File: src/startup_cfg_regs.svh
// register offsets, field positions, reset values and timing counts of the start-up configuration bank
`ifndef STARTUP_CFG_REGS_SVH
`define STARTUP_CFG_REGS_SVH
// ==========================================================
// register indices (byte address is four times the index)
`define IDX_ALIVE_EXT      16'h7819
`define IDX_PIN1_CFG       16'h781a
`define IDX_PIN2_CFG       16'h781b
`define IDX_CTRL           16'h7820
`define IDX_STATUS         16'h7821
`define IDX_KEY            16'h7822
// ==========================================================
// first word field positions
`define ALIVE_SLOT_LSB     13
`define ALIVE_VSEL_LSB     8
`define EXTB_SLOT_LSB      5
`define EXTA_SLOT_LSB      2
`define USB_MODE_LSB       0
// ==========================================================
// pin word field positions
`define PIN_DIR_BIT        15
`define PIN_PULL_LSB       13
`define PIN_EDGE_BIT       12
`define PIN_DOM_BIT        11
`define PIN_POL_BIT        10
`define PIN_OD_BIT         9
`define PIN_ENA_BIT        8
`define PIN_FN_LSB         4
`define PIN1_CLKSRC_BIT    3
`define PIN1_XTAL_BIT      1
`define PIN1_CHG_BIT       0
`define PIN2_CLKSLOT_LSB   1
`define PIN2_WDOG_BIT      0
// ==========================================================
// reset values
`define RST_ALIVE_EXT      16'h0000
`define RST_PIN1_CFG       16'ha400
`define RST_PIN2_CFG       16'ha401
`define RST_CTRL           16'h0000
// ==========================================================
// security key, usb 100ma code, slot timing
`define KEY_VALUE          16'h5a5a
`define USB_CURRENT_LIMIT_100MA     3'h2
`define SLOT_TIME_US       1000
`define CLK_MHZ            20
`define SLOT_CYCLES        (`SLOT_TIME_US * `CLK_MHZ)
`endif

File: src/startup_cfg_pkg.sv
// types shared by the start-up configuration bank
`default_nettype none
package startup_cfg_pkg;
  typedef enum logic [1:0] {
    startup_normal, startup_soft, startup_batt_a, startup_batt_b
  } usb_startup_t;
  typedef enum logic [1:0] {
    pull_none, pull_down, pull_up, pull_reserved
  } pull_t;
  typedef enum {
    seq_idle, seq_trickle, seq_wait_xtal, seq_run, seq_on
  } seq_state_t;
endpackage : startup_cfg_pkg
`default_nettype wire

File: src/startup_otp_config_regs.sv
// start-up configuration register bank with ahb-lite slave and slot sequencer
`default_nettype none
`include "startup_cfg_regs.svh"
// Summary of operation
// RULE_01 - slot 000 never, 001-101 timeslots one-five
// RULE_02 - 110/111 follow hardware enable one/two
// RULE_03 - first word holds three slot fields
// RULE_04 - alive voltage 0.80V plus 50mV steps
// RULE_05 - 100mA limit: normal, soft, battery threshold
// RULE_06 - low battery: trickle charge, hold start-up
// RULE_07 - direction bit and pull field per pin
// RULE_08 - interrupt edge by mode and polarity
// RULE_09 - polarity bit inverts pin when zero
// RULE_10 - bit nine selects open drain
// RULE_11 - enable bit zero tri-states pin
// RULE_12 - input codes 0/1 long/normal debounce
// RULE_13 - input codes 2-7 power and watchdog
// RULE_14 - input codes 8-15 scaling, enables, controls
// RULE_15 - output codes 0-4 basic, 5-7 reserved
// RULE_16 - output codes 8-15 status and clocks
// RULE_17 - clock output source: loop or oscillator
// RULE_18 - crystal inhibit holds on transition
// RULE_19 - second pin word holds clock slot
// RULE_20 - watchdog and charger need security key
// RULE_21 - bit eleven selects pin supply domain
// RULE_22 - slots advance in ascending order
module startup_otp_config_regs #(
  parameter int SLOT_CYCLES = `SLOT_CYCLES
) (
  input  wire logic        hclk,
  input  wire logic        hresetn,
  input  wire logic        hsel,
  input  wire logic [31:0] haddr,
  input  wire logic [1:0]  htrans,
  input  wire logic        hwrite,
  input  wire logic [2:0]  hsize,
  input  wire logic [31:0] hwdata,
  input  wire logic        hready,
  output logic             hreadyout,
  output logic             hresp,
  output logic [31:0]      hrdata,
  input  wire logic [2:0]  usb_current_limit,
  input  wire logic        battery_above_threshold,
  input  wire logic        crystal_valid,
  input  wire logic        hw_enable_1,
  input  wire logic        hw_enable_2,
  input  wire logic        fll_clock,
  input  wire logic        osc_32k_clock,
  input  wire logic        ext_clock_2m,
  input  wire logic [7:0]  status_in,
  input  wire logic [1:0]  pin_in,
  output logic [1:0]       pin_out,
  output logic [1:0]       pin_oe,
  output logic [1:0]       pin_pull_up,
  output logic [1:0]       pin_pull_down,
  output logic [1:0]       pin_supply_domain,
  output logic [1:0]       pin_event,
  output logic [15:0]      input_requests,
  output logic             alive_reg_enable,
  output logic [3:0]       alive_reg_voltage_sel,
  output logic             ext_power_en_a,
  output logic             ext_power_en_b,
  output logic             clock_output,
  output logic             clock_output_en,
  output logic             charger_enable,
  output logic             trickle_charge,
  output logic             soft_start,
  output logic             watchdog_enable,
  output logic             on_state
);
  // ==========================================================
  // registers
  logic [15:0] alive_ext_q;
  logic [15:0] pin1_q;
  logic [15:0] pin2_q;
  logic [15:0] ctrl_q;
  logic        key_ok_q;
  logic        wr_pend_q;
  logic [15:0] wr_idx_q;
  logic [15:0] rd_data_d;
  logic [31:0] hrdata_q;
  startup_cfg_pkg::seq_state_t state_q;
  startup_cfg_pkg::seq_state_t state_d;
  logic [2:0]  slot_q;
  logic [31:0] tick_q;
  logic        start_req_q;
  // ==========================================================
  // ahb-lite decode, always zero wait states
  wire logic        access  = hsel & hready & htrans[1];
  wire logic [15:0] a_idx   = haddr[17:2];
  wire logic        wr_word = wr_pend_q;
  wire logic [15:0] wdat    = hwdata[15:0];
  wire logic        wr_alive = wr_word && (wr_idx_q == `IDX_ALIVE_EXT);
  wire logic        wr_pin1  = wr_word && (wr_idx_q == `IDX_PIN1_CFG);
  wire logic        wr_pin2  = wr_word && (wr_idx_q == `IDX_PIN2_CFG);
  wire logic        wr_ctrl  = wr_word && (wr_idx_q == `IDX_CTRL);
  wire logic        wr_key   = wr_word && (wr_idx_q == `IDX_KEY);
  assign hreadyout = 1'b1;
  assign hresp     = 1'b0;
  assign hrdata    = hrdata_q;
  // ==========================================================
  // field views
  wire logic [2:0] alive_slot = alive_ext_q[`ALIVE_SLOT_LSB +: 3]; // RULE_03
  wire logic [2:0] extb_slot  = alive_ext_q[`EXTB_SLOT_LSB +: 3]; // RULE_03
  wire logic [2:0] exta_slot  = alive_ext_q[`EXTA_SLOT_LSB +: 3]; // RULE_03
  wire startup_cfg_pkg::usb_startup_t usb_mode =
    startup_cfg_pkg::usb_startup_t'(alive_ext_q[`USB_MODE_LSB +: 2]);
  wire logic [2:0] clk_slot   = pin2_q[`PIN2_CLKSLOT_LSB +: 3]; // RULE_19
  wire logic       low_usb    = (usb_current_limit == `USB_CURRENT_LIMIT_100MA);
  wire logic       batt_mode  = low_usb & usb_mode[1]; // RULE_05
  wire logic       crystal_startup_inhibit   = pin1_q[`PIN1_XTAL_BIT];
  wire logic       start_cmd  = ctrl_q[0];
  // ==========================================================
  // address phase capture and read data
  always_ff @(posedge hclk or negedge hresetn) begin
    if (!hresetn) begin
      wr_pend_q <= 1'b0;
      wr_idx_q  <= 16'h0000;
      hrdata_q  <= 32'h0000_0000;
    end else begin
      wr_pend_q <= access & hwrite;
      wr_idx_q  <= a_idx;
      hrdata_q  <= (access & ~hwrite) ? {16'h0000, rd_data_d} : 32'h0000_0000;
    end
  end
  // read mux; unmapped indices read zero
  always_comb begin
    rd_data_d = 16'h0000;
    case (a_idx)
      `IDX_ALIVE_EXT: rd_data_d = alive_ext_q;
      `IDX_PIN1_CFG:  rd_data_d = pin1_q;
      `IDX_PIN2_CFG:  rd_data_d = pin2_q;
      `IDX_CTRL:      rd_data_d = ctrl_q;
      `IDX_STATUS:    rd_data_d = {9'h000, key_ok_q, start_req_q, trickle_charge, on_state, slot_q};
      default:             rd_data_d = 16'h0000;
    endcase
  end
  // ==========================================================
  // configuration words; key-protected bits keep their value without key
  always_ff @(posedge hclk or negedge hresetn) begin
    if (!hresetn) begin
      alive_ext_q <= `RST_ALIVE_EXT;
      pin1_q      <= `RST_PIN1_CFG;
      pin2_q      <= `RST_PIN2_CFG;
      ctrl_q      <= `RST_CTRL;
      key_ok_q    <= 1'b0;
    end else begin
      if (wr_alive) begin
        alive_ext_q <= wdat;
      end
      if (wr_pin1) begin
        pin1_q <= {wdat[15:1], key_ok_q ? wdat[`PIN1_CHG_BIT] : pin1_q[`PIN1_CHG_BIT]}; // RULE_20
      end
      if (wr_pin2) begin
        pin2_q <= {wdat[15:1], key_ok_q ? wdat[`PIN2_WDOG_BIT] : pin2_q[`PIN2_WDOG_BIT]}; // RULE_20
      end
      if (wr_ctrl) begin
        ctrl_q <= {15'h0000, wdat[0]};
      end
      if (wr_key) begin
        key_ok_q <= (wdat == `KEY_VALUE); // RULE_20
      end else if (wr_pin1 | wr_pin2) begin
        key_ok_q <= 1'b0;
      end
    end
  end
  // ==========================================================
  // start-up sequencer
  wire logic tick_done = (tick_q >= 32'(SLOT_CYCLES - 1));
  always_comb begin
    state_d = state_q;
    case (state_q)
      startup_cfg_pkg::seq_idle: begin
        if (start_req_q) begin
          state_d = startup_cfg_pkg::seq_trickle;
        end
      end
      startup_cfg_pkg::seq_trickle: begin
        // in battery modes at the 100mA limit, hold request in trickle charge until battery is over threshold
        if (!start_req_q) begin
          state_d = startup_cfg_pkg::seq_idle;
        end else if (!batt_mode || battery_above_threshold) begin // RULE_06
          state_d = startup_cfg_pkg::seq_wait_xtal;
        end
      end
      startup_cfg_pkg::seq_wait_xtal: begin
        if (!crystal_startup_inhibit || crystal_valid) begin // RULE_18
          state_d = startup_cfg_pkg::seq_run;
        end
      end
      startup_cfg_pkg::seq_run: begin
        if (tick_done && slot_q == 3'h5) begin
          state_d = startup_cfg_pkg::seq_on;
        end
      end
      startup_cfg_pkg::seq_on: begin
        if (!start_req_q) begin
          state_d = startup_cfg_pkg::seq_idle;
        end
      end
      default: state_d = startup_cfg_pkg::seq_idle;
    endcase
  end
  // state, slot counter and request latch
  always_ff @(posedge hclk or negedge hresetn) begin
    if (!hresetn) begin
      state_q     <= startup_cfg_pkg::seq_idle;
      slot_q      <= 3'h0;
      tick_q      <= 32'h0000_0000;
      start_req_q <= 1'b0;
    end else begin
      state_q     <= state_d;
      start_req_q <= start_cmd;
      if (state_q != startup_cfg_pkg::seq_run) begin
        tick_q <= 32'h0000_0000;
        slot_q <= (state_q == startup_cfg_pkg::seq_on) ? 3'h5 : 3'h0;
      end else if (slot_q == 3'h0) begin
        slot_q <= 3'h1; // RULE_22
      end else if (tick_done) begin
        tick_q <= 32'h0000_0000;
        slot_q <= (slot_q == 3'h5) ? 3'h5 : slot_q + 3'h1; // RULE_22
      end else begin
        tick_q <= tick_q + 32'h0000_0001;
      end
    end
  end
  wire logic seq_active = (state_q == startup_cfg_pkg::seq_run) || (state_q == startup_cfg_pkg::seq_on);
  assign on_state       = (state_q == startup_cfg_pkg::seq_on);
  assign trickle_charge = (state_q == startup_cfg_pkg::seq_trickle) & batt_mode & ~battery_above_threshold; // RULE_06
  assign soft_start     = low_usb & (usb_mode == startup_cfg_pkg::startup_soft); // RULE_05
  // ==========================================================
  // enable outputs, one decoder per slot field
  logic [3:0]  en_vec;
  logic [11:0] sel_vec;
  assign sel_vec = {clk_slot, extb_slot, exta_slot, alive_slot};
  for (genvar g = 0; g < 4; g++) begin : g_slot
    slot_decode u_dec (
      .slot_sel   (sel_vec[g*3 +: 3]),
      .slot_done  (slot_q),
      .seq_active (seq_active),
      .hw_enable_a(hw_enable_1),
      .hw_enable_b(hw_enable_2),
      .enable     (en_vec[g])
    );
  end
  assign alive_reg_enable      = en_vec[0];
  assign ext_power_en_a        = en_vec[1];
  assign ext_power_en_b        = en_vec[2];
  assign clock_output_en       = en_vec[3];
  assign alive_reg_voltage_sel = alive_ext_q[`ALIVE_VSEL_LSB +: 4]; // RULE_04
  assign clock_output          = clock_output_en & (pin1_q[`PIN1_CLKSRC_BIT] ? osc_32k_clock : fll_clock); // RULE_17
  assign charger_enable        = pin1_q[`PIN1_CHG_BIT]; // RULE_20
  assign watchdog_enable       = pin2_q[`PIN2_WDOG_BIT]; // RULE_20
  // ==========================================================
  // pin functions: output source table and input request map
  logic [15:0] out_src;
  logic [3:0]  fn    [2];
  logic [1:0]  isin;
  logic [1:0]  level;
  logic [1:0]  outv;
  logic [15:0] req   [2];
  // 0 register value, 1-4 basic, 5-7 reserved low, 8-15 status and clocks
  assign out_src = {status_in[7], ext_clock_2m, status_in[6:5], ext_power_en_b, ext_power_en_a,
                    status_in[1:0], 3'h0, ~start_req_q & on_state, ~on_state & start_req_q,
                    on_state, osc_32k_clock, ctrl_q[0]}; // RULE_15 RULE_16
  for (genvar p = 0; p < 2; p++) begin : g_pin
    assign outv[p] = out_src[fn[p]];
    // one-hot request line per input function; long/short debounce take lines 0 and 1
    assign req[p]  = isin[p] ? (16'(level[p]) << fn[p]) : 16'h0000; // RULE_12 RULE_13 RULE_14
    pin_ctrl u_pin (
      .hclk         (hclk),
      .hresetn      (hresetn),
      .cfg          (p == 0 ? pin1_q : pin2_q),
      .out_value    (outv[p]),
      .pin_in       (pin_in[p]),
      .pin_out      (pin_out[p]),
      .pin_oe       (pin_oe[p]),
      .pull_up_en   (pin_pull_up[p]),
      .pull_down_en (pin_pull_down[p]),
      .supply_domain(pin_supply_domain[p]),
      .pin_level    (level[p]),
      .pin_event    (pin_event[p]),
      .function_sel (fn[p]),
      .is_input     (isin[p])
    );
  end
  assign input_requests = req[0] | req[1];
endmodule // startup_otp_config_regs
`default_nettype wire

File: src/slot_decode.sv
// decode of a 3-bit start-up slot selector into an output enable
`default_nettype none
module slot_decode (
  input  wire logic [2:0] slot_sel,
  input  wire logic [2:0] slot_done,
  input  wire logic       seq_active,
  input  wire logic       hw_enable_a,
  input  wire logic       hw_enable_b,
  output logic            enable
);
  // ==========================================================
  // decode
  // 000 never, 001..101 after slot reached, 110/111 hardware enables
  wire logic by_slot = (slot_sel != 3'h0) && (slot_sel <= 3'h5) && seq_active && (slot_done >= slot_sel); // RULE_01
  wire logic by_hw_a = (slot_sel == 3'h6) && hw_enable_a; // RULE_02
  wire logic by_hw_b = (slot_sel == 3'h7) && hw_enable_b; // RULE_02
  assign enable = by_slot | by_hw_a | by_hw_b;
endmodule // slot_decode
`default_nettype wire

File: src/pin_ctrl.sv
// per-pin configuration decode: drive, pull, edge detect, input function
`default_nettype none
`include "startup_cfg_regs.svh"
module pin_ctrl (
  input  wire logic        hclk,
  input  wire logic        hresetn,
  input  wire logic [15:0] cfg,
  input  wire logic        out_value,
  input  wire logic        pin_in,
  output logic             pin_out,
  output logic             pin_oe,
  output logic             pull_up_en,
  output logic             pull_down_en,
  output logic             supply_domain,
  output logic             pin_level,
  output logic             pin_event,
  output logic [3:0]       function_sel,
  output logic             is_input
);
  logic prev_q;
  logic drv;
  wire logic dir_in  = cfg[`PIN_DIR_BIT];
  wire logic edge_m  = cfg[`PIN_EDGE_BIT];
  wire logic pol     = cfg[`PIN_POL_BIT];
  wire logic od      = cfg[`PIN_OD_BIT];
  wire logic ena     = cfg[`PIN_ENA_BIT];
  wire startup_cfg_pkg::pull_t pull = startup_cfg_pkg::pull_t'(cfg[`PIN_PULL_LSB +: 2]);
  // ==========================================================
  // output and pad control
  assign drv           = pol ? out_value : ~out_value; // RULE_09
  assign pin_out       = od ? 1'b0 : drv; // RULE_10
  assign pin_oe        = ena & ~dir_in & (od ? ~drv : 1'b1); // RULE_11
  assign pull_up_en    = (pull == startup_cfg_pkg::pull_up); // RULE_07
  assign pull_down_en  = (pull == startup_cfg_pkg::pull_down); // RULE_07
  assign supply_domain = cfg[`PIN_DOM_BIT]; // RULE_21
  assign function_sel  = cfg[`PIN_FN_LSB +: 4];
  assign is_input      = dir_in; // RULE_07
  assign pin_level     = ena & dir_in & (pol ? pin_in : ~pin_in); // RULE_09
  // ==========================================================
  // edge detect on the raw pad level
  always_ff @(posedge hclk or negedge hresetn) begin
    if (!hresetn) begin
      prev_q <= 1'b0;
    end else begin
      prev_q <= pin_in;
    end
  end
  // single edge follows polarity, both edges when mode is set
  assign pin_event = ena & dir_in & (edge_m ? (pin_in ^ prev_q)
                     : (pol ? (pin_in & ~prev_q) : (~pin_in & prev_q))); // RULE_08
endmodule // pin_ctrl
`default_nettype wire

File: config.mk
export PLATFORM = sky130hd
export DESIGN_NAME = startup_otp_config_regs
export DESIGN_NICKNAME = d
export VERILOG_FILES = /design/src/startup_cfg_pkg.sv /design/src/startup_otp_config_regs.sv /design/src/slot_decode.sv /design/src/pin_ctrl.sv
export VERILOG_INCLUDE_DIRS = /design/src
export SDC_FILE = /design/constraint.sdc
export NUM_CORES = 1
export LEC_CHECK = 0
export BUFFER_PORTS_ARGS = -buffer_cell sky130_fd_sc_hd__buf_4
export CORE_ASPECT_RATIO = 1.25
export CORE_MARGIN = 2
export CORE_UTILIZATION = 48
export DETAILED_ROUTE_END_ITERATION = 8
export GPL_TIMING_DRIVEN = 0
export HOLD_SLACK_MARGIN = 0.15
export PLACE_DENSITY = 0.73
export SLEW_MARGIN = 30
export SYNTH_ARGS = -nofsm -noshare
export SYNTH_HDL_FRONTEND = slang
export SYNTH_SLANG_ARGS = --single-unit
File: constraint.sdc
create_clock -name hclk -period 5.5 [get_ports hclk]
set_input_delay 0.275 -clock hclk [delete_from_list [all_inputs] [get_ports hclk]]
set_output_delay 0.275 -clock hclk [all_outputs]
set_load 0.02 [all_outputs]
Word level (Yosys, flattened, before mapping)
Cells that the tools add are included.
W data, S select, Z words.
{ "classes": {"n_bitwise": 51, "order_cmp": 11, "shifts": 2, "muxes": 38, "add_sub_neg": 2, "eq_ne": 40, "reduce_logical": 42} }
{ "ops": {"columns": ["op", "count"], "rows": [
  ["$mux W32", 9],
  ["$eq A16 B15 Y1 const B", 11],
  ["$pmux W32 S5", 1],
  ["$eq A32 B2 Y1 const B", 3],
  ["$pmux W16 S5", 1],
  ["$eq A32 B3 Y1 const B", 2],
  ["$mux W16", 3],
  ["$add A32 B1 Y32 const B", 1],
  ["$eq A32 B1 Y1 const B", 1],
  ["$eq A32 B4 Y1 const B", 1],
  ["$ge A32 B15 Y1 const B", 1],
  ["$logic_not A32 Y1", 1],
  ["$ne A32 B3 Y1 const B", 1],
  ["$shl A1 B4 Y16", 2],
  ["$eq A3 B3 Y1 const B", 9],
  ["$logic_and A1 B1 Y1", 26],
  ["$and A1 B1 Y1", 25],
  ["$mux W1", 17],
  ["$or A16 B16 Y16", 1],
  ["$mux W3", 5],
  ["$reduce_bool A3 Y1", 5],
  ["$not A1 Y1", 14],
  ["$ge A3 B3 Y1", 4],
  ["$le A3 B3 Y1 const B", 4],
  ["other kinds (16)", 38]
]} }
{ "totals": {"word_cells": 202, "out_inout_bits": 76, "input_bits": 94, "ff_bits": 153} }

Depth between registers and ports, before layout
Gate-level depths: netlist of the first run.
{ "depth": {"depth_word": 13, "ltp_mapped": 11, "ltp_nobuf": 9} }

Modules after synthesis
From an unflattened synthesis of the first run, not the netlist that was laid out.
{ "unflattened": {"hier_cells": 632, "area_unflattened_um2": 6688.9} }
{ "modules_own_cells": {"columns": ["module", "seq_area_each_um2", "cells_per_inst", "instances", "area_per_inst_um2"], "rows": [
  ["startup_otp_config_regs", 3061.7, 526, 1, 5900.7],
  ["slot_decode", 0.0, 15, 4, 103.8],
  ["pin_ctrl", 25.0, 23, 2, 186.4]
]} }

Worst setup path after synthesis of the first run
No wires, ideal clock.
{ "synth_path": {"path_type": "register to output", "startpoint": "register slot_q[0]", "endpoint": "output port clock_output", "path_buffers": 1, "arrival_time_ps": 2239, "stages_incl_launch_ff": 11, "required_ps": 5225, "setup_slack_ps": 2986, "cell_sequence": "dfrtp_1 -> clkbuf_1 -> inv_1 -> ha_1 -> nand2b_1 -> a21oi_1 -> nor2b_1 -> o21a_1 -> o21ai_0 -> a21oi_1 -> nor2b_1"} }
{ "synth_via": {"elab_chain_len": 5} }
{ "synth_rtl": {"columns": ["element", "line", "source"], "rows": [
  ["from (decl)", "startup_otp_config_regs.sv:84", "logic [2:0] slot_q;"],
  ["from (signal assigned)", "startup_otp_config_regs.sv:216", "slot_q <= (state_q == startup_cfg_pkg::seq_on) ? 3'h5 : 3'h0;"],
  ["from (signal assigned)", "startup_otp_config_regs.sv:221", "slot_q <= (slot_q == 3'h5) ? 3'h5 : slot_q + 3'h1;"],
  ["$ge A3 B3 Y1", "slot_decode.sv:14", "wire logic by_slot = (slot_sel != 3'h0) && (slot_sel <= 3'h5) && seq_active && (slot_done >= slot_sel);"],
  ["$logic_and A1 B1 Y1", "slot_decode.sv:14", null],
  ["$or A1 B1 Y1 (2 in a row)", "slot_decode.sv:17", "assign enable = by_slot | by_hw_a | by_hw_b;"],
  ["via clock_output_en", "startup_otp_config_regs.sv:64", "output logic clock_output_en,"],
  ["$and A1 B1 Y1", "startup_otp_config_regs.sv:251", "assign clock_output = clock_output_en & (pin1_q[`PIN1_CLKSRC_BIT] ? osc_32k_clock : fll_clock);"],
  ["to (decl)", "startup_otp_config_regs.sv:63", "output logic clock_output,"]
]} }
The timed path passes the listed nets, and every way through them passes these cells.

Final worst setup path of the first run
{ "layout_path": {"startpoint": "register slot_q[0]", "endpoint": "output port pin_oe[0]"} }
{ "layout_via": {"elab_chain_len": 11, "word_cells_on_any_way": 15, "classes_between": "order compare: 2; mux: 4; bitwise: 7; reduce/logical: 2"} }
{ "layout_rtl": {"columns": ["element", "line", "source"], "rows": [
  ["$ge A3 B3 Y1", "slot_decode.sv:14", null],
  ["$logic_and A1 B1 Y1", "slot_decode.sv:14", null],
  ["$or A1 B1 Y1 (2 in a row)", "slot_decode.sv:17", null],
  ["$bmux W1 S4 *", "startup_otp_config_regs.sv:267", "assign outv[p] = out_src[fn[p]];"],
  ["$mux W1 (implied by the code) *", "startup_otp_config_regs.sv:267", null],
  ["$not A1 Y1", "pin_ctrl.sv:30", "assign drv = pol ? out_value : ~out_value;"],
  ["$mux W1 *", "pin_ctrl.sv:30", null],
  ["$not A1 Y1 *", "pin_ctrl.sv:32", "assign pin_oe = ena & ~dir_in & (od ? ~drv : 1'b1);"],
  ["$mux W1 *", "pin_ctrl.sv:32", null],
  ["$and A1 B1 Y1 *", "pin_ctrl.sv:32", null],
  ["to (decl)", "startup_otp_config_regs.sv:53", "output logic [1:0] pin_oe,"]
]} }
Mark *: on every way between the ends. The rest lies on a longest branch, timed or not. The select of a mux whose other input is x is not followed.

==> flow_summary.toml, run 1 <==
[sta]
setup_violations = 0
hold_viol_final = 0
tightest_slew_ns = 0.894
finalClockSkew_ns = 0.00565
tns_ns = 0
drv_slew = 0
clock.fmax_mhz = 279
slew_headroom_pct = 39.5
finalCriticalPeriod_ns = 3.58
post-route-period-util_pct = 65.1
rsz0062_at_grt = "false"

[clock_network]
cts_tree = "yes"
cts_max_level = 4
clk_pin_slew_ns = 0.05
post-cts-setup-buffer-count = 0
cts_buffers = 17
root_buffer = "clkbuf_16"
cts_buffer_depth = 2
insertion_delay_ns = 0.41
cts_sinks = 124

[outcome]
status = "completed"

[synth]
syn_avg_cell_area_sq_um = 10.4
synthSimpleGateAreaFrac_pct = 16.2
syn-cell-area_sq_mm = 0.00652
yosysWarnings = 0
synthArstFlopShare_pct = 100
synth-compound-area-share_pct = 14.8
synthCells = 625
synthFlopType = "dfrtp_1"
synth-xor-area-share_pct = 0.537
synth-adder-area-share_pct = 3.26
synth_top_family_by_area = "simple AND/OR/NAND/NOR gates"
synth_edf_count = 0
yosys-mux-area-fraction_pct = 9.71
ys_seq_area_share_pct = 47.7
synth-seq-cells = 124
ys_types = 65

[grt]
track_usage_pct = 25.5
overflow = 0
grt_max_degree = 71
grt_pass1_wl_mm = 28.9
antenna_found_initial = 0
grt_pass1_vias = 5817

[worst_setup_path]
crit_path_start_kind = "register"
critical_path.max_stage_delay_ns = 0.34
slowest_stage = "ha_1"
critPathMaxFanout = 10
crit_type = "reg2out"
cp_common_cell = "buf_4"
required_ns = 5.22
r2r_slack_ns = 3.00
r2r_cells = 8
r2r-end = "pin1_q[14]$_DFFE_PN0P_"
r2r-start = "wr_idx_q[2]$_DFF_PN0_"
arrival_ns = 3.31
worstSetupEndpointType = "output port"
path_cells = "clkbuf_1 > inv_1 > ha_1 > nor2b_1 > o21ai_0 > a31oi_1 > o2111ai_1 > nand4_1 > xnor2_1 > o211a_1 > buf_4 > buf_4"

[final_layout]
diodes = 0
drive_above_1_share_pct = 31.5
final_nets = 921
fin_area_sq_mm = 0.00866
areaGrowthSynthToFinish_pct = 32.8
fin_cells = 994

[drt]
wire_per_inst_microns = 18.3
vias = 5611
ant_nets = 0
avgViaCountPerCell = 5.64
post-route-drc-count = 0
routed_wl_mm = 18.2
first_pass_iters = 7
drt_iter0_drc = 369

[placed_design]
place_area_sq_mm = 0.00767
place_congestion = 0.945
hpwlAfterDp_mm = 12.8
dp_cells = 925
io_buffers = 112

[run]
cap_viol_max_count = 0

[power_and_ir_drop]
p_total_uw = 2270
p_per_area_mw_per_mm2 = 262
ir_worst_vdd_mv = 0.218
power.static_leakage_uw = 0.00409

[floorplanning]
dieWidth_microns = 108
start_util_pct = 49.3
die_h_microns = 134
die_area_sq_mm = 0.0145
pin_count = 170
num_rows = 47
coreArea_sq_mm = 0.0132

[min_path]
holdPathEnd = "state_q[0]$_DFFE_PN0P_"
min_path_cells = 3
worst_hold_path_type = "in2reg"
holdCritStartpoint = "crystal_valid"
## routing by layer
| metal | global-route usage [%] | routed length [microns] |
|---|---|---|
| met4 | 9.69 | 483 |
| met2 | 46.4 | 9630 |
| met3 | 5.20 | 1090 |
| met5 | 0 | 0 |
| met1 | 29.1 | 7000 |
## repair_timing
item,CTS,global route
setup endpoints to repair,0,0
endpoints found under the hold margin,128,0
resized for setup,0,0
hold buffers,37,0
## placed cells by master, fill, tap and decap left out, types with 17 or more instances in the layout
cell type	n
mux2_2	46
nor2_1	28
inv_1	24
dlygate4sd3_1	37
a21oi_1	21
buf_4	148
a22oi_1	18
o22ai_1	18
dfrtp_1	117
conb_1	18
o21ai_0	42
clkbuf_16	17
ha_1	17
nor2b_1	17
nand2_1	51
## power breakdown
part	internal (uW)	switching (uW)	leakage (uW)	total (uW)
registers	928	11.8	0.00158	939
clock network	759	402	0.000299	1160
logic	84.0	84.4	0.00221	168
## state kept, by name, summed over array words and instances (netlist names)
name / count
wr_pend_q: 1
g_pin.u_pin.prev_q: 2
pin1_q: 16
start_req_q: 1
ctrl_q: 1
pin2_q: 16
state_q: 3
tick_q: 32
alive_ext_q: 16
key_ok_q: 1
hrdata: 16
slot_q: 3
wr_idx_q: 16
## critical path, delay by kind of cell (launching register included)
kind | cells | cell delay (ns)
AOI/OAI and AO/OA | 4 | 0.93
xor gates and xnor gates | 1 | 0.20
adders and majority gates | 1 | 0.34
buffers and inverters | 4 | 0.85
DFF | 1 | 0.32
and+or+nand+nor | 2 | 0.26
## worst max-delay path by stage
stage / slack, ns / startpoint / endpoint / cells past startpoint
detailed placement: 2.41 / slot_q[0]$_DFFE_PN0P_ / pin_oe[0] / 12
CTS: 1.94 / slot_q[0]$_DFFE_PN0P_ / pin_oe[0] / 12
finish: 1.92 / slot_q[0]$_DFFE_PN0P_ / pin_oe[0] / 12
floorplan: 2.99 / slot_q[0]$_DFFE_PN0P_ / clock_output / 10
global placement: 2.44 / slot_q[0]$_DFFE_PN0P_ / pin_oe[0] / 12
global route: 1.73 / slot_q[0]$_DFFE_PN0P_ / pin_oe[0] / 12
## synthesized netlist by cell type, drive strengths merged (5+ instances only)
cell type  instances  area share (%)
a22oi             18             2.1
dfstp              7             2.8
ha                17             3.3
and3              10            0.96
buf               45             5.1
nor4               8            0.86
mux2i              7             1.1
o22ai             18             1.7
a211oi             8            0.92
clkbuf            13             1.2
nand3b             8            0.92
nor3               6            0.61
inv               24             1.4
nand4             10            0.96
and2              16             1.5
o31ai              5            0.58
mux2              46             7.9
nand3             16             1.3
a21oi             22             1.7
nor2b             17             1.6
nor2              28             1.6
a31oi              6            0.58
nand2             51             2.9
dfrtp            117              45
o21ai             44             3.4
## cell families (layout without fill, tap and decap cells)
family,count (synthesis),count (layout)
AND/OR/NAND/NOR,193,193
AO/OA/AOI/OAI,148,148
flip-flops,124,124
buffers and inverters,82,264
multiplexers,55,55
adder cells (fa/ha/maj),17,17
XOR/XNOR,4,4
other,2,18
## per-stage QoR
| stage | setup slack [ns] | utilization [%] | hold WS (ns) |
|---|---|---|---|
| global placement | 2.44 | 57.7 | 0.394 |
| finish | 1.92 | 65.5 | 0.220 |
| CTS | 1.94 | 65.5 | 0.211 |
| detailed placement | 2.41 | 58.0 | 0.272 |
| floorplan | 2.99 | - | -0.0206 |
| global route | 1.73 | 65.5 | 0.225 |
## cell type report
type                    instances  area, sq um
multi-input cells             435         2970
repair buffers                150         1250
clock buffers                  22          484
well taps                     171          214
plain buffers                  58          409
inverters                      24         90.1
fillers                       996         4570
clock inverters                10          136
flip-flops and latches        124         3110
Note: power is estimated with default switching activity, not from simulation.
==> run 2, diff against run 1 <==
Settings changed: PLACE_DENSITY 0.73 to 0.75.
Clock period 5.5 ns to 2.9 ns, I/O delays scaled along.
==> flow_summary.toml, run 2 (synthesis gave the netlist of run 1 again) <==
[outcome]
status = "finished, violations left"
violations = "negative setup slack"

[floorplanning]
die_area_sq_mm = 0.0145
dieWidth_microns = 108
die_h_microns = 134
start_util_pct = 49.3
coreArea_sq_mm = 0.0132
pin_count = 170
num_rows = 47

[sta]
rsz0062_at_grt = "true"
fin_ws_ns = -0.00880
hold_viol_final = 0
slew_headroom_pct = 42.6
tightest_slew_ns = 0.848
setup_violations = 1
finalCriticalPeriod_ns = 2.91
drv_slew = 0
clock.fmax_mhz = 344
finalClockSkew_ns = 0.0114
post-route-period-util_pct = 100

[drt]
first_pass_iters = 6
routed_wl_mm = 18.4
ant_nets = 0
wire_per_inst_microns = 18.3
post-route-drc-count = 0
avgViaCountPerCell = 5.71
drt_iter0_drc = 608
vias = 5726

[final_layout]
areaGrowthSynthToFinish_pct = 35.4
final_nets = 930
fin_area_sq_mm = 0.00883
final_cell_mix = "buf_4, dfrtp_1, nand2_1, mux2_2, o21ai_0"
drive_above_1_share_pct = 34.0
fin_cells = 1003
utilization_pct = 66.7
top_register = "tick_q"
largest_register_ffs = 32
fillers = 997
layout_commonest_cell = "buf_4"
diodes = 0

[worst_setup_path]
endpoint = "pin_oe[1]"
crit_family = "compound AO/OA/AOI/OAI gates"
startpoint = "state_q[0]$_DFFE_PN0P_"
r2r_slack_ns = 0.33
r2r_cells = 8
slowest_stage = "dfrtp_2"
worstSetupEndpointType = "output port"
critical_path.max_stage_delay_ns = 0.42
required_ns = 2.76
crit_path_start_kind = "register"
arrival_ns = 2.76
r2r-start = "wr_idx_q[2]$_DFF_PN0_"
path_buf_inv = 3
path_cells = "or3b_1 > buf_6 > clkinvlp_4 > nand2_1 > a311oi_1 > a311o_1 > nand4_1 > xnor2_2 > o211a_1 > buf_6"
critPathMaxFanout = 5
r2r-end = "pin1_q[12]$_DFFE_PN0P_"
cp.depth = 10
cp_common_cell = "buf_6"
crit_type = "reg2out"

[clock_network]
cts_max_level = 4
cts_buffer_depth = 2
cts_sinks = 124
clk_pin_slew_ns = 0.06
insertion_delay_ns = 0.42
root_buffer = "clkbuf_16"
cts_tree = "yes"
cts_buffers = 17

[power_and_ir_drop]
clkPwrFrac_pct = 52.0
p_sw_share_pct = 22.3
p_int_uw = 3410
p_sw_uw = 979
power.static_leakage_uw = 0.00413
ir_worst_vdd_mv = 0.353
p_per_area_mw_per_mm2 = 497
power_frac_comb_pct = 7.4
sequentialPowerShare_pct = 40.6

[grt]
grt_pass1_wl_mm = 28.8
antenna_found_initial = 0
grt_pass1_vias = 5817
grt_max_degree = 90
track_usage_pct = 25.5
overflow = 0

[placed_design]
place_area_sq_mm = 0.00767
place_congestion = 0.904
dp_cells = 925
io_buffers = 112
hpwlAfterDp_mm = 12.9

[run]
cap_viol_max_count = 0

[min_path]
worst_hold_path_type = "in2async"
## run 2: how the worst min path moves through the flow
stage | cells past startpoint | slack, ns | endpoint | startpoint
6_report | 2 | 0.19 | pin1_q[9]$_DFFE_PN0P_ | hresetn
5_1_grt | 4 | 0.19 | hrdata[4]$_DFF_PN0_ | battery_above_threshold
4_1_cts | 4 | 0.18 | hrdata[4]$_DFF_PN0_ | battery_above_threshold
3_5_place_dp | 1 | 0.03 | pin1_q[9]$_DFFE_PN0P_ | hresetn
3_3_place_gp | 1 | 0.26 | wr_idx_q[2]$_DFF_PN0_ | haddr[4]
2_1_floorplan | 0 | -0.15 | alive_ext_q[0]$_DFFE_PN0P_ | hresetn
## run 2: cell type report
class                      instances  area (sq um)  share of cell area [%]
multi-input combinational        435          3010                    34.1
buffer                            53           375                    4.25
inverter                          24          97.6                    1.11
sequential                       124          3120                    35.3
tap                              171           214                    2.42
clock inverter                    13           189                    2.14
timing repair buffer             164          1370                    15.5
clock buffer                      19           453                    5.13
## run 2: stage by stage
| step | setup slack [ns] | TNS (ns) | power [uW] | hold slack, ns |
|---|---|---|---|---|
| floorplan | 0.516 | 0 | 1930 | -0.151 |
| global placement | -0.00671 | -0.00671 | 2070 | 0.264 |
| detailed placement | -0.136 | -0.271 | 2080 | 0.0309 |
| CTS | 0.00261 | 0 | 4400 | 0.178 |
| global route | -0.0375 | -0.0691 | 4520 | 0.186 |
| finish | -0.00880 | -0.00880 | 4390 | 0.188 |
## run 2: metal layers
metal	vias up	GRT usage [%]	part of all wire (%)	wire [microns]
met5	-	0	0	0
met4	0	9.47	2.3	422
met3	36	5.64	6.3	1150
met2	245	45.4	52	9630
met1	2817	30.0	39	7160
li1	2628	-	-	-
## run 2: power groups by stage
stage | clock network [uW] | registers [uW] | logic [uW]
5_1_grt | 2380 | 1780 | 350
2_1_floorplan | 0 | 1810 | 124
6_report | 2280 | 1780 | 326
3_3_place_gp | 0 | 1810 | 261
3_5_place_dp | 0 | 1810 | 274
4_1_cts | 2300 | 1780 | 317
## run 2: what timing repair did
action                                  4_1_cts  5_1_grt
hold buffers                                 38        0
gates resized for setup                       7       14
hold endpoints to repair                    190        0
endpoints found under the setup margin        5        4
pin swaps                                     6       14
buffers inserted                              9        4
cloned                                        0        0
==> run 3, diff against run 2 <==
Settings changed: ABC_AREA set to 1, PLACE_DENSITY 0.75 to 0.72, RECOVER_POWER set to 50.
Clock period 2.9 ns to 3.5 ns, I/O delays scaled along.
==> flow_summary.toml, run 3 <==
[final_layout]
final_cell_mix = "nand2_1, inv_1, buf_4, dfrtp_1, nor2_1"
diodes = 0
areaGrowthSynthToFinish_pct = 30.4
drive_above_1_share_pct = 19.4
layout_commonest_cell = "nand2_1"
final_nets = 1140
largest_register_ffs = 32
fillers = 1229
utilization_pct = 63.9
fin_area_sq_mm = 0.00883
top_register = "tick_q"

[worst_setup_path]
critical_path.max_stage_delay_ns = 0.43
path_buf_inv = 5
slowest_stage = "dfrtp_1"
crit_type = "reg2out"
critPathMaxFanout = 6
arrival_ns = 2.56
cp.depth = 18
worstSetupEndpointType = "output port"
cp_common_cell = "nand2_1"
crit_path_start_kind = "register"
required_ns = 3.32
crit_family = "simple AND/OR/NAND/NOR gates"
r2r_cells = 8
path_cells = "inv_1 > ha_1 > inv_1 > nand2_1 > nand2_1 > nand2_1 > nand3_1 > nand3_1 > nand2_1 > nand2_1 > nand2_1 > nand2_1 > nand3_1 > nand3_1 > nand2_1 > inv_1 > buf_4 > buf_4"

[floorplanning]
dieWidth_microns = 110
num_rows = 48
coreArea_sq_mm = 0.0138
start_util_pct = 49.0
pin_count = 170
die_area_sq_mm = 0.0151
die_h_microns = 137

[drt]
ant_nets = 0
post-route-drc-count = 0
drt_iter0_drc = 493
first_pass_iters = 5
wire_per_inst_microns = 15.2
vias = 6303
avgViaCountPerCell = 5.18
routed_wl_mm = 18.5

[power_and_ir_drop]
power.static_leakage_uw = 0.00463
p_per_area_mw_per_mm2 = 454
ir_worst_vdd_mv = 0.330

[outcome]
status = "finished, violations left"
violations = "max-capacitance violations, max-slew violations"

[clock_network]
cts_tree = "yes"
post-cts-setup-buffer-count = 0
cts_max_level = 4
cts_resized = 0
cts_sinks = 124
root_buffer = "clkbuf_16"
insertion_delay_ns = 0.43
clk_pin_slew_ns = 0.06
cts_buffer_depth = 2
cts_buffers = 17

[synth]
syn_avg_cell_area_sq_um = 8.02
ys_types = 47
synthArstFlopShare_pct = 100
ys_seq_area_share_pct = 45.9
synth-seq-cells = 124
syn-cell-area_sq_mm = 0.00677
synthTopCellsByArea = "dfrtp_1, nand2_1, inv_1"
synthCells = 844
ys_top_cells_by_count = "nand2_1, inv_1, dfrtp_1"
synthFlopType = "dfrtp_1"
yosysMostFrequentCell = "nand2_1"
yosysTopAreaCellShare_pct = 43.2
synth_area_leader_cell = "dfrtp_1"
yosysWarnings = 0
synth_edf_count = 0

[sta]
tightest_slew_ns = 2.41
slew_headroom_pct = -60.5
drv_slew = 44
rsz0062_at_grt = "false"
finalCriticalPeriod_ns = 2.73
post-route-period-util_pct = 78.1
finalClockSkew_ns = 0.00722
hold_viol_final = 0
clock.fmax_mhz = 366
setup_violations = 0
tns_ns = 0

[min_path]
min_path_cells = 5
worst_hold_path_type = "in2reg"

[placed_design]
io_buffers = 112
place_area_sq_mm = 0.00793
place_congestion = 0.900
hpwlAfterDp_mm = 13.3

[grt]
grt_pass1_wl_mm = 30.1
track_usage_pct = 26.1
antenna_found_initial = 0
overflow = 0
grt_pass1_vias = 6255
grt_max_degree = 82

[run]
cap_viol_max_count = 1
-- run 3: cell types whose count changed after synthesis, moves of 30 or more --
cell | previous run | this run
o21ai_0 | 42 | 72
nand3_1 | 15 | 61
mux2_2 | 46 | 0
inv_1 | 24 | 130
nand2_1 | 51 | 140
nor2_1 | 28 | 92
-- run 3: path summary, 6_finish.rpt --
path                                               end             startpoint  slack (ns)
worst max-delay path                         pin_oe[1]  slot_q[0]$_DFFE_PN0P_        0.77
worst min-delay path              hrdata[11]$_DFF_PN0_                 hready        0.26
worst max register to register  tick_q[10]$_DFFE_PN0P_  slot_q[1]$_DFFE_PN0P_        1.49
worst min register to register   start_req_q$_DFF_PN0_  ctrl_q[0]$_DFFE_PN0P_        0.42
max in group asynchronous        tick_q[6]$_DFFE_PN0P_                hresetn        1.10
min in group asynchronous       tick_q[29]$_DFFE_PN0P_                hresetn        1.04
-- run 3: area by class of cell --
type | count | area (sq um) | area share, %
Sequential cell | 124 | 3110 | 35.2
Clock buffer | 20 | 447 | 5.06
Tap cell | 175 | 219 | 2.48
Multi-Input combinational cell | 545 | 2850 | 32.3
Inverter | 138 | 519 | 5.88
Timing Repair Buffer | 150 | 1160 | 13.2
Buffer | 53 | 348 | 3.94
Clock inverter | 12 | 170 | 1.93
-- run 3: cell families (layout without fill, tap and decap cells) --
| group | after synthesis | count (layout) | share of synthesized area (%) |
|---|---|---|---|
| AND/OR/NAND/NOR | 334 | 334 | 21.8 |
| buffers and inverters | 191 | 373 | 12.8 |
| AO/OA/AOI/OAI | 163 | 163 | 14.5 |
| flip-flops | 124 | 124 | 45.9 |
| adder cells (fa/ha/maj) | 17 | 17 | 3.14 |
| XOR/XNOR | 12 | 12 | 1.55 |
| other | 2 | 18 | 0.111 |
| multiplexers | 1 | 1 | 0.148 |
-- run 3: what timing repair did --
item                                   in CTS  in global routing
setup endpoints to repair                   0                  0
endpoints found under the hold margin     187                  0
hold buffers                               37                  0
-- run 3: per-stage QoR --
stage | std cells | setup WS (ns) | hold slack [ns] | total power [uW]
after floorplan | 860 | 1.64 | -0.121 | 1940
after global placement | 1147 | 1.24 | 0.294 | 2140
after detailed placement | 1148 | 1.22 | 0.0876 | 2150
after CTS | 1217 | 0.758 | 0.242 | 4030
after global routing | 1217 | 0.527 | 0.292 | 4180
final | 1217 | 0.768 | 0.261 | 4010
-- run 3: tightest hold or removal path, delay by kind of cell --
kind / cells / cell delay (ns)
buf+inv: 1 / 0.11
compound gates: 1 / 0.06
simple gates: 3 / 0.29
-- run 3: per-layer routing --
metal | routed length [microns] | global-route usage (%)
met1 | 7650 | 31.5
met2 | 9540 | 45.5
met3 | 882 | 4.43
met4 | 425 | 11.1
met5 | 0 | 0
-- run 3: power breakdown --
group	switching, uW	total, uW	internal, uW
Clock	640	1840	1200
Sequential	56.3	1530	1480
Combinational	397	628	232
